--- config.mk ---
export PLATFORM = sky130hd
export DESIGN_NAME = pmc_top
export DESIGN_NICKNAME = d
export VERILOG_FILES = /design/src/rtl/pmc_pkg.sv /design/src/rtl/pmc_sampler.sv /design/src/rtl/pmc_timebase.sv /design/src/rtl/pmc_top.sv
export VERILOG_INCLUDE_DIRS = /design/src /design/src/rtl
export SDC_FILE = /design/constraint.sdc
export NUM_CORES = 1
export LEC_CHECK = 0
export ABC_AREA = 1
export BUFFER_PORTS_ARGS = -buffer_cell sky130_fd_sc_hd__buf_2
export CAP_MARGIN = 20
export CORE_MARGIN = 1
export CORE_UTILIZATION = 45
export DETAILED_ROUTE_END_ITERATION = 8
export SLEW_MARGIN = 20
export SYNTH_ARGS = -nofsm -noshare
export SYNTH_HDL_FRONTEND = slang
export SYNTH_HIERARCHICAL = 1
export SYNTH_SLANG_ARGS = --single-unit
--- constraint.sdc ---
create_clock -name core_clk_in -period 3.42 [get_ports core_clk_in]
set_input_delay 0.342 -clock core_clk_in [delete_from_list [all_inputs] [get_ports core_clk_in]]
set_output_delay 0.342 -clock core_clk_in [all_outputs]
set_load 0.05 [all_outputs]
--- src/rtl/pmc_cfg.svh ---
`ifndef PMC_CFG_SVH
`define PMC_CFG_SVH
// Full-scale count of one measurement window
`define PMC_FULL_SCALE 4000
// Input-clock periods in one conversion cycle
`define PMC_CONV_CYCLES 129024
// Least periods from a transfer request to result ready
`define PMC_MIN_DELAY 512
// Periods that result ready stays high in free-running operation
`define PMC_HOLD_CYCLES 128
// Width of the conversion count
`define PMC_RESULT_W 12
// Width of the timebase phase counter
`define PMC_PHASE_W 17
// Width of the request age and hold counters
`define PMC_AGE_W 10
// Reset value of the counts and of the display latch
`define PMC_COUNT_RST 12'h000
`endif

--- src/rtl/pmc_pkg.sv ---
`include "pmc_cfg.svh"
package pmc_pkg;
   // Conversion count as held by accumulator, result and display latch
   typedef logic [`PMC_RESULT_W-1:0] pmc_count_t;
   // Transfer handshake states, one-hot
   typedef enum logic [3:0]
   {
      HS_PEND = 4'h1, // Request latched, result ready low
      HS_HOLD = 4'h2, // Fresh transfer, result ready high and counted
      HS_SHOW = 4'h4, // Result ready high until the next request
      HS_FREE = 4'h8 // Free-running, waiting for the next cycle end
   } pmc_hs_state_t;
endpackage

--- src/rtl/pmc_sampler.sv ---
`timescale 1ns/1ns
module pmc_sampler (
   // Clock and reset
   input wire logic core_clk_in,
   input wire logic resetn_in,
   // Comparator decision and its sampled state
   input wire logic comparator_in,
   output logic sample_out
);
   logic sample_reg; // Sampling flip-flop state

   // Comparator into the data input, taken on each rising edge
   always_ff @(posedge core_clk_in)
   begin
      if (!resetn_in)
         sample_reg <= 1'b0;
      else
         sample_reg <= comparator_in;
   end

   // State drives the reference switch and the pulse gate
   assign sample_out = sample_reg;
endmodule

--- src/rtl/pmc_timebase.sv ---
`timescale 1ns/1ns
`include "pmc_cfg.svh"
module pmc_timebase #(
   parameter int CONV_CYCLES = `PMC_CONV_CYCLES,
   parameter int FULL_SCALE = `PMC_FULL_SCALE
) (
   // Clock and reset
   input wire logic core_clk_in,
   input wire logic resetn_in,
   // Window and cycle markers
   output logic in_window_out,
   output logic win_end_out,
   output logic slot_out
);
   localparam int W = `PMC_PHASE_W;
   localparam logic [W-1:0] LAST = W'(CONV_CYCLES - 1); // Last phase of a cycle
   localparam logic [W-1:0] WIN_LAST = W'(FULL_SCALE - 1); // Last phase of the window
   logic [W-1:0] phase_reg; // Position in the conversion cycle
   logic [W-1:0] phase_next;

   // Free-running wrap counter, never touched by the handshake
   assign phase_next = (phase_reg == LAST) ? '0 : phase_reg + W'(1);
   // Window covers the first full-scale phases of each cycle
   assign in_window_out = (phase_reg <= WIN_LAST);
   assign win_end_out = (phase_reg == WIN_LAST);
   assign slot_out = (phase_reg == LAST);

   // Phase register
   always_ff @(posedge core_clk_in)
   begin
      if (!resetn_in)
         phase_reg <= '0;
      else
         phase_reg <= phase_next;
   end
endmodule

--- src/rtl/pmc_top.sv ---
`timescale 1ns/1ns
`include "pmc_cfg.svh"
module pmc_top #(
   parameter int CONV_CYCLES = `PMC_CONV_CYCLES, // Periods per conversion cycle
   parameter int FULL_SCALE = `PMC_FULL_SCALE, // Window length in periods
   parameter int MIN_DELAY = `PMC_MIN_DELAY, // Least request to ready delay
   parameter int HOLD_CYCLES = `PMC_HOLD_CYCLES // Free-running ready high time
) (
   // Clock and reset
   input wire logic core_clk_in,
   input wire logic resetn_in,
   // Analog loop
   input wire logic comparator_in,
   output logic reference_switch_out,
   // Transfer handshake
   input wire logic xfer_req_in,
   output logic result_ready_out,
   output pmc_pkg::pmc_count_t display_out
);
   import pmc_pkg::*;

   localparam int AW = `PMC_AGE_W;
   localparam int GW = `PMC_PHASE_W + 1;
   localparam logic [AW-1:0] AGE_LAST = AW'(MIN_DELAY - 1); // Age at which a request is ripe
   localparam logic [AW-1:0] HOLD_LAST = AW'(HOLD_CYCLES - 1); // Last held cycle
   localparam logic [GW-1:0] GAP_MAX = '1; // Saturation of the gap and wait watch counters

   // Analog loop and timebase
   logic sample_q; // Duty-cycle state of the sampling flip-flop
   logic in_window; // Timebase window open
   logic win_end; // Last period of the window
   logic slot; // Last period of the conversion cycle
   logic count_en; // Gated clock pulse
   // Accumulator and result
   pmc_count_t acc_reg, acc_next, acc_sum;
   pmc_count_t result_reg, result_next;
   pmc_count_t display_reg, display_next;
   // Handshake
   pmc_hs_state_t state_reg, state_next;
   logic req_prev_reg; // Request level one cycle back
   logic req_edge; // Request rising edge, sets the request latch
   logic fresh_reg, fresh_next; // A completed conversion awaits transfer
   logic [AW-1:0] age_reg, age_next; // Periods since the last request edge
   logic [AW-1:0] hold_reg, hold_next; // Periods spent in the hold state
   logic age_done; // Request old enough to be served
   logic xfer_go; // Copy result into the display latch this cycle
   logic ready_reg, ready_next;

   // Saturating up-count shared by the age and hold counters
   function automatic logic [AW-1:0] count_up(input logic [AW-1:0] v, input logic [AW-1:0] lim);
      count_up = (v >= lim) ? v : v + AW'(1);
   endfunction

   // Comparator sampling flip-flop
   pmc_sampler u_sampler (
      .core_clk_in(core_clk_in),
      .resetn_in(resetn_in),
      .comparator_in(comparator_in),
      .sample_out(sample_q)
   );

   // Reference switch is the flip-flop output itself
   assign reference_switch_out = sample_q;

   // Measurement window and cycle end markers
   pmc_timebase #(
      .CONV_CYCLES(CONV_CYCLES),
      .FULL_SCALE(FULL_SCALE)
   ) u_timebase (
      .core_clk_in(core_clk_in),
      .resetn_in(resetn_in),
      .in_window_out(in_window),
      .win_end_out(win_end),
      .slot_out(slot)
   );

   // Gate: a clock pulse counts only while the duty state is high
   assign count_en = sample_q & in_window;
   assign acc_sum = acc_reg + pmc_count_t'(count_en);
   // Window end restarts the accumulator from zero
   assign acc_next = win_end ? `PMC_COUNT_RST : acc_sum;
   // Completed count, independent of the handshake
   assign result_next = win_end ? acc_sum : result_reg;

   // Request latch set on the rising edge of the request
   assign req_edge = xfer_req_in & ~req_prev_reg;
   assign age_done = (age_reg >= AGE_LAST);
   assign age_next = req_edge ? '0 : count_up(age_reg, AGE_LAST);

   // Transfer only with a completed conversion; a new edge defers it
   always_comb
   begin
      xfer_go = 1'b0;
      case (state_reg)
         HS_PEND: xfer_go = (fresh_reg | slot) & age_done & ~req_edge;
         HS_FREE: xfer_go = (fresh_reg | slot) & xfer_req_in & ~req_edge;
         default: xfer_go = 1'b0;
      endcase
   end

   // Fresh flag: cycle end sets, transfer consumes, request edge drops stale
   assign fresh_next = (slot & ~xfer_go) | (fresh_reg & ~xfer_go & ~req_edge);

   // Handshake state machine
   always_comb
   begin
      state_next = state_reg;
      case (state_reg)
         // Waiting for the next completed conversion
         HS_PEND:
         begin
            if (xfer_go)
               state_next = HS_HOLD;
         end
         // Counting the high time after a transfer
         HS_HOLD:
         begin
            if (req_edge)
               state_next = HS_PEND;
            else if (hold_reg >= HOLD_LAST)
               state_next = xfer_req_in ? HS_FREE : HS_SHOW;
         end
         // Result shown until the host asks again
         HS_SHOW:
         begin
            if (req_edge)
               state_next = HS_PEND;
         end
         // Free-running, next transfer at the cycle end
         HS_FREE:
         begin
            if (req_edge)
               state_next = HS_PEND;
            else if (xfer_go)
               state_next = HS_HOLD;
         end
         default: state_next = HS_FREE;
      endcase
   end

   // Hold counter runs only while staying in the hold state
   assign hold_next = ((state_reg == HS_HOLD) && (state_next == HS_HOLD)) ?
      count_up(hold_reg, HOLD_LAST) : '0;
   // Ready high in the hold and show states only
   assign ready_next = (state_next == HS_HOLD) || (state_next == HS_SHOW);
   // Display latch written only by a transfer
   assign display_next = xfer_go ? result_reg : display_reg;

   // Accumulator and result registers
   always_ff @(posedge core_clk_in)
   begin
      if (!resetn_in)
      begin
         acc_reg <= `PMC_COUNT_RST;
         result_reg <= `PMC_COUNT_RST;
      end
      else
      begin
         acc_reg <= acc_next;
         result_reg <= result_next;
      end
   end

   // Handshake registers
   always_ff @(posedge core_clk_in)
   begin
      if (!resetn_in)
      begin
         state_reg <= HS_FREE;
         req_prev_reg <= 1'b0;
         fresh_reg <= 1'b0;
         age_reg <= '0;
         hold_reg <= '0;
         ready_reg <= 1'b0;
         display_reg <= `PMC_COUNT_RST;
      end
      else
      begin
         state_reg <= state_next;
         req_prev_reg <= xfer_req_in;
         fresh_reg <= fresh_next;
         age_reg <= age_next;
         hold_reg <= hold_next;
         ready_reg <= ready_next;
         display_reg <= display_next;
      end
   end

   // Outputs straight from flip-flops
   assign result_ready_out = ready_reg;
   assign display_out = display_reg;

   // Watch logic for the checks below
   logic ready_prev_reg, prev_pend_reg, prev_free_reg, last_free_reg;
   logic [GW-1:0] gap_reg, wait_reg;
   logic [AW-1:0] hi_reg;
   logic ready_rise;
   assign ready_rise = ready_reg & ~ready_prev_reg;

   // Gap between rises, wait since request, high time
   always_ff @(posedge core_clk_in)
   begin
      if (!resetn_in)
      begin
         ready_prev_reg <= 1'b0;
         prev_pend_reg <= 1'b0;
         prev_free_reg <= 1'b0;
         last_free_reg <= 1'b0;
         gap_reg <= '0;
         wait_reg <= '0;
         hi_reg <= '0;
      end
      else
      begin
         ready_prev_reg <= ready_reg;
         prev_pend_reg <= (state_reg == HS_PEND);
         prev_free_reg <= (state_reg == HS_FREE);
         last_free_reg <= ready_rise ? prev_free_reg : last_free_reg;
         gap_reg <= ready_rise ? GW'(1) : ((gap_reg == GAP_MAX) ? gap_reg : gap_reg + GW'(1));
         wait_reg <= req_edge ? GW'(1) : ((wait_reg == GAP_MAX) ? wait_reg : wait_reg + GW'(1));
         hi_reg <= ready_reg ? hi_reg + AW'(1) : '0;
      end
   end
endmodule

Word-level counts from Yosys, hierarchy flattened. Index checks and enable logic that the tools add are counted.

Register bits after elaboration: 81. Latch bits: 0. Bits in writable memories: 0. Bits in read-only memories: 0. Input bits: 4. Output and inout bits: 14. Memories kept: 0.

$add $sub $neg: 4. $mul: 0. Divide/modulo/power cells: 0. $lt $le $gt $ge: 3. Equality and inequality tests: 8. Shifts and indexed selects: 0. Multiplexer cells: 8. Bitwise gates (word level): 15. Reduce and logical (&&, ||, !) cells: 6.

Operator list (count): 4-bit 2-to-1 mux (6); 10-bit by 1-bit adder with 10-bit output, second input constant (2); 17-bit by 1-bit adder with 17-bit output, second input constant (1); 17-bit by 12-bit == test with 1-bit output, second input constant (1); 17-bit == test, second input constant (1); 17-bit by 12-bit less-or-equal comparator with 1-bit output, second input constant (1); 4-bit case mux with 4 select lines (1); 12-bit by 1-bit adder with 12-bit output (1); 10-bit by 7-bit >= comparator with 1-bit output, second input constant (1); 10-bit by 9-bit >= comparator with 1-bit output, second input constant (1); 1-bit AND (9); 4-bit by 2-bit == test with 1-bit output, second input constant (2); 4-bit by 3-bit == test with 1-bit output, second input constant (2); 2-bit OR reduction (3); 4-bit by 1-bit == test with 1-bit output, second input constant (1); 4-bit == test, second input constant (1); 1-bit inverter (4); 1-bit OR (2); 1-bit case mux with 2 select lines (1); 2-bit AND reduction (1); 1-bit logical AND (1); 1-bit logical OR (1).

Longest topological paths before layout. Gate-level depths: netlist of run 1.

Depth in word-level cells: 11. Gate-level depth with buffers: 19.

Hierarchy. The synthesis of run 1 kept the hierarchy.

Modules (own cells, without submodules): pmc_top (instances 1, cells an instance 364, area each 2746.4 um^2); pmc_timebase (instances 1, cells an instance 148, area each 985.9 um^2); pmc_sampler (instances 1, cells an instance 3, area each 27.5 um^2).

Worst setup path before layout of run 1. Ideal clock, no wire load.

Path kind: reg2reg. From: reg u_timebase.phase_reg[0]. To: reg result_reg[10]. Library setup time: 0.129 ns. Arrival: 2.249 ns. Required time: 3.291 ns. Setup slack: 1.043 ns. Stages on the path, launching flop included: 17. Path buffers: 0. Period minus slack after synthesis: 2.377 ns. Cells stage by stage: dfxtp_1 ha_1 nand2_2 nor2_4 nand3b_1 nor3_2 inv_1 nand2_1 nand2_1 inv_1 ha_1 ha_1 nand4_1 nor2_1 nand2_1 xor2_1 o21ai_0.

Elaborated cells on any way between the ends: 4. Classes of those cells: add/sub: 1; order compare: 1; eq/ne: 1; bitwise: 1.

RTL lines: from (decl) (line pmc_timebase.sv:18) `logic [W-1:0] phase_reg;`; from (signal assigned) (line pmc_timebase.sv:34) `phase_reg <= phase_next;`; 17-bit by 12-bit == test with 1-bit output (line pmc_timebase.sv:25) `assign win_end_out = (phase_reg == WIN_LAST);`; named net win_end (line pmc_top.sv:31) `logic win_end;`; to (signal assigned) (line pmc_top.sv:155) `` result_reg <= `PMC_COUNT_RST; ``; to (signal assigned) (line pmc_top.sv:160) `result_reg <= result_next;`; to (decl) (line pmc_top.sv:36) `pmc_count_t result_reg, result_next;`.

The timed path passes the listed nets, and every way through them passes these cells. A chain may end at the register's enable or synchronous reset.

Worst setup path after layout of run 1. Same ends and word-level chain as after synthesis.

==> results by group, run 1 <==
GRT
  • Number of global-route vias before repair: 2840
  • Initial antenna violation count: 0
  • Largest net degree at the start of global routing: 22
  • Overflow after GRT: 0
  • First-pass GRT wire length: 12700 um
  • Overall routing resource usage: 18.4%

Logic synthesis
  • Top cells by area, synth: dfxtp_1 43%, nand2_1 11%, nor2_1 9.9%
  • Synth Instances: 515
  • Syn. warnings: 6
  • Share of flip-flops with an asynchronous set or reset: 0%
  • Synth top area share: 43.1%
  • Post-synthesis sequential area ratio: 43.1%
  • Post-synth EDFFs: 0
  • Ys flop type: dfxtp_1
  • Mapped Area: 3760 um^2
  • Yosys reg bits: 81
  • Average cell area after synthesis: 7.30 um^2
  • Synth area leader: dfxtp_1
  • Synth unique cells: 36

Floorplan
  • Rows: 32
  • Starting Density: 47.7%
  • Die Footprint: 8720 um^2
  • Die Height: 93.4 um
  • Core Region: 7890 um^2
  • # IOs: 18
  • Die Width: 93.4 um

STA
  • Tcrit/Tclk final: 76.5%
  • Fin Setup TNS: 0 ps
  • Setup violators final: 0
  • Tmin final: 2620 ps
  • Final Hold Fails: 0
  • Max Clk Rate: 382 MHz
  • RSZ-0062 raised after global routing: false
  • Slew Viols, Final: 0
  • Clk_skew: 15.3 ps

Clock network
  • Post-CTS setup buffer count: 0
  • Clock Sinks: 81
  • H-tree depth: 3
  • TritonCTS clock tree: built
  • Cts repair resizes: 0
  • Clk root buf: clkbuf_8
  • CTS clk-pin slew, worst paths: 100 ps
  • Worst skew pair latency: 370 ps
  • Cts hold-fix bufs: 0
  • Longest Clk Path Bufs: 2
  • Total CTS buffers: 9

Setup path
  • Worst setup path startpoint: u_timebase/phase_reg[0]
  • Reg2reg setup slack: 800 ps
  • Critical path arrival: 2860 ps
  • CP endpoint: result_reg[10]
  • Crit Path Max Fanout: 5
  • Register-to-Register Path Depth: 16
  • WS Path Type: reg -> reg
  • CP endpoint kind: register
  • Crit start category: register
  • Crit Reg-Reg Endpoint: result_reg[10]
  • Reg2reg start: u_timebase/phase_reg[0]
  • Req. time, crit path: 3670 ps

Drt
  • WL final: 7060 um
  • DRT iter0 DRCs: 100
  • DRC viols: 0
  • Via density: 4.76
  • DRT antenna net count: 0
  • DR vias: 3063
  • Routed WL per cell: 11.0 um
  • First-pass DRT Iterations: 4

Min path
  • Hold_sp: comparator_in
  • Hold crit path type: in -> reg

Pwr
  • Tot Pwr: 1.86 mW
  • VDD IR-drop max: 240 uV
  • Pwr Density: 447 nW/um^2
  • Leakage: 1.65 nW

Layout
  • Most frequent cells in the layout: 114 x nand2_1, 99 x nor2_1, 81 x dfxtp_1
  • Commonest non-fill, non-tap cell in the layout: nand2_1
  • ANT cells: 0
  • Area growth from synthesis to layout: 10.5%
  • Nets: 546
  • Layout cell share with drive strength beyond 1: 12.7%
  • Max reg flops: 17

Place
  • Port Buffers: 17
  • Final Wtd Congestion: 0.842
  • Post-DP HPWL: 5030 um

Run
  • Max cap viols: 0

Run status
  • Run status: finished, final reports clean
-- logic make-up (layout without fill, tap and decap cells) --
family,Yosys count,in the layout,share of synthesized area (%)
compound gates,53,53,7.49
xor+xnor,20,20,4.66
fa+ha+maj,5,5,1.66
buf+inv,72,98,8.29
flops,81,81,43.1
other cells,1,2,0.0997
simple gates,283,283,34.7
-- report_power, final --
group	internal [mW]	switching (mW)
Sequential	0.954	0.00910
Combinational	0.0284	0.0577
Clock	0.425	0.384
Total	1.41	0.450
-- worst max-delay path, stage by stage (launching register included) --
cell      delay, ps
dfxtp_1         380
ha_1            240
nand2_2          80
nor2_4          150
nand3b_1        110
nor3_2          230
inv_1            70
nand2_1          70
nand2_1          40
inv_1            50
ha_1            160
ha_1            210
nand4_1         110
nor2_1          240
nand2_1         100
xor2_1          170
o21ai_0          90
-- metrics by stage --
step                hold slack [ps]  instance area (um^2)  cells  util (%)  worst slack (ps)
global route                    161                  4150    644      52.7               467
CTS                             155                  4150    644      52.7               790
finish                          162                  4150    644      52.7               804
global placement                441                  3920    628      49.7               873
detailed placement              440                  3920    628      49.7               799
floorplan                       423                  3760    516         -              1040
-- cells in the mapped netlist (2+ instances only) --
cell type,number
a21oi_1,16
a31oi_1,2
buf_2,3
buf_6,2
dfxtp_1,81
ha_1,5
inv_1,57
inv_2,5
nand2_1,114
nand2_2,5
nand2_4,4
nand3_1,22
nand3_2,5
nand3b_1,3
nand4_1,9
nor2_1,99
nor2_2,3
nor2_4,7
nor3_1,8
o21ai_0,18
o21ai_1,12
o21bai_1,3
xnor2_1,5
xor2_1,15
-- worst min path at each step --
stage / cells after the start / to / slack [ps]
6_report: 3 / u_sampler/sample_out / 160
5_1_grt: 3 / u_sampler/sample_out / 160
4_1_cts: 3 / u_sampler/sample_out / 160
3_5_place_dp: 2 / result_reg[2] / 440
3_3_place_gp: 2 / result_reg[1] / 440
2_1_floorplan: 2 / result_reg[0] / 420
-- metal layers --
layer	up-vias	share of wire, %	track usage [%]
li1	1658	-	-
met1	1368	52	24.6
met2	25	43	28.8
met3	12	2.4	3.90
met4	0	1.9	7.82
met5	-	0	0
-- final cells by class --
| class | instances | area [um^2] |
|---|---|---|
| tap | 102 | 128 |
| clock inverter | 7 | 111 |
| inverter | 64 | 246 |
| fill | 781 | 3730 |
| multi-input combinational | 363 | 1830 |
| timing repair buffer | 18 | 92.6 |
| sequential | 81 | 1620 |
| clock buffer | 9 | 124 |
(Power assumes the default switching activity.)
==> run 2, diff against run 1 <==
==> constraint.sdc (replaced) <==
create_clock -name core_clk_in -period 2.1 [get_ports core_clk_in]
set_input_delay 0.21 -clock core_clk_in [delete_from_list [all_inputs] [get_ports core_clk_in]]
set_output_delay 0.21 -clock core_clk_in [all_outputs]
set_load 0.05 [all_outputs]
==> run 2 against run 1 <==
Net effect: the flow now finishes with violations (setup timing); critical path type unchanged; final cell count grew 6.1%; sequential cell count stayed put; clock skew fell by 1.7 ps; first-iteration DRC count grew 9.0%; routed wire length up 9.4%.
==> results by group, run 2 (synthesis results as in run 1) <==
STA
  • Clk_skew: 13.7 ps (-1.68 ps)
  • Final WS setup: -11.2 ps (-815 ps)
  • Slew Viols, Final: 0 (unchanged)
  • Tmin final: 2110 ps (-505 ps)
  • Fin Setup TNS: -11.2 ps (-11.2 ps)
  • Final Hold Fails: 0 (unchanged)
  • Tcrit/Tclk final: 101% (+24 points)
  • RSZ-0062 raised after global routing: true
  • Setup violators final: 1 (+1)
  • Max Clk Rate: 474 MHz (+24%)

Min path
  • Hold crit path type: in -> reg

Layout
  • Layout Cells excl Fill: 683 (+6.1%)
  • Nets: 585 (+7.1%)
  • Layout cell share with drive strength beyond 1: 23.4% (+11 points)
  • Max reg flops: 17 (unchanged)
  • Fill cells: 755 (-3.3%)
  • Cell area after layout: 4550 um^2 (+9.5%)
  • ANT cells: 0 (unchanged)
  • Most frequent cells in the layout: 112 x nand2_1, 94 x nor2_1, 75 x dfxtp_1
  • Commonest non-fill, non-tap cell in the layout: nand2_1
  • Area growth from synthesis to layout: 21.0%

Clock network
  • H-tree depth: 3 (unchanged)
  • CTS clk-pin slew, worst paths: 90 ps (about the same)
  • Clk root buf: clkbuf_8
  • Longest Clk Path Bufs: 2 (unchanged)
  • Clock Sinks: 81 (unchanged)
  • Worst skew pair latency: 350 ps (-20 ps)
  • TritonCTS clock tree: built
  • Total CTS buffers: 9 (unchanged)

Drt
  • Routed WL per cell: 11.3 um (+3.2%)
  • Via density: 4.77 (+0.39%)
  • First-pass DRT Iterations: 5 (+1)
  • WL final: 7730 um (+9.4%)
  • DRT antenna net count: 0 (unchanged)
  • DRT iter0 DRCs: 109 (+9.0%)
  • DRC viols: 0 (unchanged)
  • DR vias: 3261 (+6.5%)

Pwr
  • Leakage: 1.83 nW (+12%)
  • Pwr Density: 618 nW/um^2 (+38%)
  • Tot Pwr: 2.81 mW (+51%)
  • VDD IR-drop max: 470 uV (+96%)

Floorplan
  • Die Width: 93.4 um (unchanged)
  • Core Region: 7890 um^2 (unchanged)
  • Die Footprint: 8720 um^2 (unchanged)
  • Starting Density: 47.7% (unchanged)
  • # IOs: 18 (unchanged)
  • Rows: 32 (unchanged)
  • Die Height: 93.4 um (unchanged)

GRT
  • First-pass GRT wire length: 13200 um (+4.5%)
  • Number of global-route vias before repair: 3078 (+8.4%)
  • Initial antenna violation count: 0 (unchanged)
  • Overall routing resource usage: 19.1% (+0.65 points)
  • Largest net degree at the start of global routing: 21 (-4.5%)
  • Overflow after GRT: 0 (unchanged)

Setup path
  • Crit-path slowest cell: dfxtp_2
  • WS Path Type: reg -> reg
  • Crit Path Max Fanout: 4 (-1)
  • CP delay by family, top: simple AND/OR/NAND/NOR gates
  • Buffers & Inverters on Critical Path: 2 (unchanged)
  • Critical path arrival: 2350 ps (-510 ps)
  • CP peak stage delay: 360 ps (-20 ps)
  • Crit start category: register
  • CP endpoint kind: register
  • Req. time, crit path: 2340 ps (-1330 ps)
  • Cells along the critical path: ha_4, nand2_4, nor2_4, nand3b_1, nor3_2, inv_1, nand2_1, nand2_1, inv_2, ha_4, ha_4, nand4_1, nor2_2, nand2_1, xor2_1, o21ai_1

Place
  • Post-placement cell count: 657 (+4.6%)
  • Post-DP HPWL: 5460 um (+8.6%)
  • Dpl cell area: 4180 um^2 (+6.7%)
  • Port Buffers: 17 (unchanged)
  • Final Wtd Congestion: 0.816 (-3.1%)
  • Worst slack at placement: -141 ps (-940 ps)

Run status
  • Failing checks: setup timing
  • Run status: finished with violations

Run
  • Max cap viols: 0 (unchanged)
run 2: report_power, final:
part | total [mW] | switching, mW | internal, mW
combinational | 0.169 | 0.106 | 0.0630
sequential | 1.57 | 0.0165 | 1.55
clock | 1.07 | 0.620 | 0.452
total | 2.81 | 0.743 | 2.07
run 2: per-layer routing:
layer  routed length [um]  GRT usage (%)
met1                 3690           23.2
met2                 3720           33.3
met3                  264           5.12
met4                   48           4.62
met5                    0              0
run 2: final timing paths:
kind                            slack, ps                   end  cells after the start                     from
worst min register to register        460         result_reg[9]                      2            result_reg[9]
worst min-delay path                   30  u_sampler/sample_out                      3            comparator_in
worst max-delay path                  -10        result_reg[10]                     16  u_timebase/phase_reg[0]
worst max register to register        -10        result_reg[10]                     16  u_timebase/phase_reg[0]
run 2: cell type report:
cell class	instances	area (um^2)	area share, %
clock buffer	9	124	2.72
clock inverter	7	58.8	1.29
inverter	64	249	5.47
multi-input combinational	363	1970	43.3
sequential	81	1630	35.8
tap	102	128	2.81
timing repair buffer	57	393	8.64
run 2: what timing repair did:
item                       4_1_cts  5_1_grt
gates resized for setup          2       32
hold endpoints to repair         0        0
setup buffers                    6        4
hold buffers                     0        0
cloned                           0        1
setup endpoints to repair       13       39
pin swaps                        9       10
run 2: metrics by stage:
stage	utilization [%]	hold slack [ps]
floorplan	-	303
global placement	53.0	391
detailed placement	53.0	397
CTS	56.0	14.2
global route	57.7	28.6
finish	57.7	30.3
run 2: worst register-to-register path, delay by kind of cell (launching register included):
family	cells	cell delay [ps]
AO/OA/AOI/OAI	1	80
buffers and inverters	2	120
XOR/XNOR	1	200
flip-flops	1	360
adder cells (fa/ha/maj)	3	410
AND/OR/NAND/NOR	9	820
==> run 3, diff against run 2 <==
--- a/config.mk
+++ b/config.mk
@@ -10,7 +10,7 @@
 export BUFFER_PORTS_ARGS = -buffer_cell sky130_fd_sc_hd__buf_2
 export CAP_MARGIN = 20
 export CORE_MARGIN = 1
-export CORE_UTILIZATION = 45
+export CORE_UTILIZATION = 30
 export DETAILED_ROUTE_END_ITERATION = 8
 export SLEW_MARGIN = 20
 export SYNTH_ARGS = -nofsm -noshare
==> constraint.sdc (replaced) <==
create_clock -name core_clk_in -period 2.1 [get_ports core_clk_in]
set_input_delay 0.21 -clock core_clk_in [delete_from_list [all_inputs] [get_ports core_clk_in]]
set_output_delay 0.21 -clock core_clk_in [all_outputs]
set_load 0.01 [all_outputs]
==> run 3 against run 2 <==
Net effect: the flow still finishes with violations (setup timing); hold slack improved by 28 ps; maximum frequency decreased by 1.7%; via count increased by 3.6%; critical path depth increased by 2; clock skew decreased by 5.1 ps; die area increased by 49%; highest routed layer unchanged.
==> results by group, run 3 (synthesis results as in run 1) <==
Setup path
  • Critical path arrival: 2370 ps (+20 ps)
  • Crit start category: register
  • Crit Path Max Fanout: 4 (unchanged)
  • WS Path Type: reg -> reg
  • Req. time, crit path: 2320 ps (-20 ps)
  • CP endpoint kind: register

Clock network
  • H-tree depth: 3 (unchanged)
  • Longest Clk Path Bufs: 2 (unchanged)
  • Total CTS buffers: 9 (unchanged)
  • Worst skew pair latency: 340 ps (about the same)
  • Cts hold-fix bufs: 0 (unchanged)
  • Clk root buf: clkbuf_16
  • CTS clk-pin slew, worst paths: 60 ps (-30 ps)
  • TritonCTS clock tree: built
  • Clock Sinks: 81 (unchanged)

Layout
  • Nets: 595 (+1.7%)
  • Final core utilization: 41.8% (-16 points)
  • Cell area after layout: 5060 um^2 (+11%)
  • Layout cell share with drive strength beyond 1: 28.1% (+4.7 points)
  • Commonest non-fill, non-tap cell in the layout: nand2_1
  • Layout Cells excl Fill: 758 (+11%)
  • Multi-input logic area: 2150 um^2 (+9.3%)
  • Max reg flops: 17 (unchanged)
  • Fill cells: 1237 (+64%)
  • Sequential cell area: 1630 um^2 (about the same)
  • ANT cells: 0 (unchanged)
  • Most frequent cells in the layout: 110 x nand2_1, 92 x nor2_1, 76 x dfxtp_1
  • Area growth from synthesis to layout: 34.7%

Floorplan
  • Starting Density: 31.0% (-17 points)
  • Core Region: 12100 um^2 (+54%)
  • Die Width: 114 um (+22%)
  • Die Footprint: 13000 um^2 (+49%)
  • # IOs: 18 (unchanged)
  • Die Height: 114 um (+22%)
  • Rows: 40 (+25%)

Drt
  • Via density: 4.46 (-6.6%)
  • DR vias: 3379 (+3.6%)
  • DRC viols: 0 (unchanged)
  • First-pass DRT Iterations: 4 (-1)
  • DRT iter0 DRCs: 130 (+19%)
  • Routed WL per cell: 11.4 um (+1.1%)
  • WL final: 8670 um (+12%)
  • DRT antenna net count: 0 (unchanged)

STA
  • Max Clk Rate: 466 MHz (-1.7%)
  • Final WS setup: -47.0 ps (-35.8 ps)
  • Fin Setup TNS: -129 ps (-118 ps)
  • Slew Viols, Final: 0 (unchanged)
  • Clk_skew: 8.55 ps (-5.11 ps)
  • RSZ-0062 raised after global routing: true
  • Setup violators final: 4 (+3)
  • Final Hold Fails: 0 (unchanged)
  • Tmin final: 2150 ps (+35.8 ps)
  • Tcrit/Tclk final: 102% (+1.7 points)

GRT
  • First-pass GRT wire length: 14200 um (+7.2%)
  • Overflow after GRT: 0 (unchanged)
  • Overall routing resource usage: 13.5% (-5.6 points)
  • Number of global-route vias before repair: 3279 (+6.5%)
  • Initial antenna violation count: 0 (unchanged)
  • Largest net degree at the start of global routing: 21 (unchanged)

Min path
  • Hold crit path type: in -> reg

Place
  • Final Wtd Congestion: 0.834 (+2.2%)
  • Worst slack at placement: -138 ps (+3.17 ps)
  • Port Buffers: 17 (unchanged)
  • Post-DP HPWL: 5620 um (+3.0%)
  • Dpl cell area: 4260 um^2 (+2.0%)
  • Post-placement cell count: 723 (+10%)

Run
  • Max cap viols: 0 (unchanged)

Pwr
  • Pwr Density: 679 nW/um^2 (+9.8%)
  • Leakage: 1.97 nW (+7.5%)
  • VDD IR-drop max: 415 uV (-12%)

Run status
  • Run status: finished with violations
  • Failing checks: setup timing
## run 3: cell types whose count changed in the layout (fill, tap and decap cells not counted), sizes merged
cell	change
clkinv	+2
buf	+6
inv	-5
bufinv	+2
nand2	+2
clkinvlp	+2
## run 3: per-stage QoR
stage	hold slack, ps	power [mW]
floorplan	303	1.72
global placement	391	1.76
detailed placement	394	1.76
CTS	51.2	3.44
global route	82.8	3.57
finish	58.1	3.44
## run 3: area by class of cell
cell class                      instances  share of cell area (%)
Timing Repair inverter                  2                   0.272
Sequential cell                        81                    32.1
Multi-Input combinational cell        365                    42.5
Clock buffer                            9                    4.45
Clock inverter                          6                    1.85
Timing Repair Buffer                   63                    9.51
Inverter                               64                    5.11
Tap cell                              168                    4.15
## run 3: worst paths after layout
path | startpoint | endpoint | slack (ps) | depth (start not counted)
min reg2reg | display_out[11] | display_out[11] | 470 | 2
max | u_timebase/phase_reg[0] | result_reg[9] | -50 | 18
max reg2reg | u_timebase/phase_reg[0] | result_reg[9] | -50 | 18
min | comparator_in | u_sampler/sample_out | 60 | 3
## run 3: repair_timing
action / CTS / global route
pin swaps: 8 / 19
gates cloned: 0 / 4
endpoints found under the setup margin: 14 / 40
setup buffers: 5 / 13
resized for setup: 3 / 72
## run 3: metal layers
| metal | up-vias | track usage, % | routed length (um) | part of all wire (%) |
|---|---|---|---|---|
| met4 | 0 | 6.32 | 138 | 1.6 |
| met1 | 1567 | 16.0 | 4000 | 46 |
| met5 | - | 0 | 0 | 0 |
| met3 | 14 | 3.19 | 205 | 2.4 |
| met2 | 44 | 23.2 | 4330 | 50 |
| li1 | 1754 | - | - | - |
## run 3: power breakdown
part	switching (mW)	internal (mW)
combinational	0.123	0.0702
sequential	0.0165	1.56
clock	0.632	1.04
total	0.772	2.67
## run 3: critical path: stages (launching register included)
cell and delay [ps]:
dfxtp_2 350, ha_4 150, nand2_4 50, nor2_4 70
nand3b_1 90, nor3_2 180, inv_1 60, nand2_1 60
nand2_1 50, inv_2 60, ha_4 130, buf_4 110
nand3_4 80, nor2_4 150, nand3_4 110, nor2_1 110
nand2_1 70, nand2_1 90, o21ai_1 60
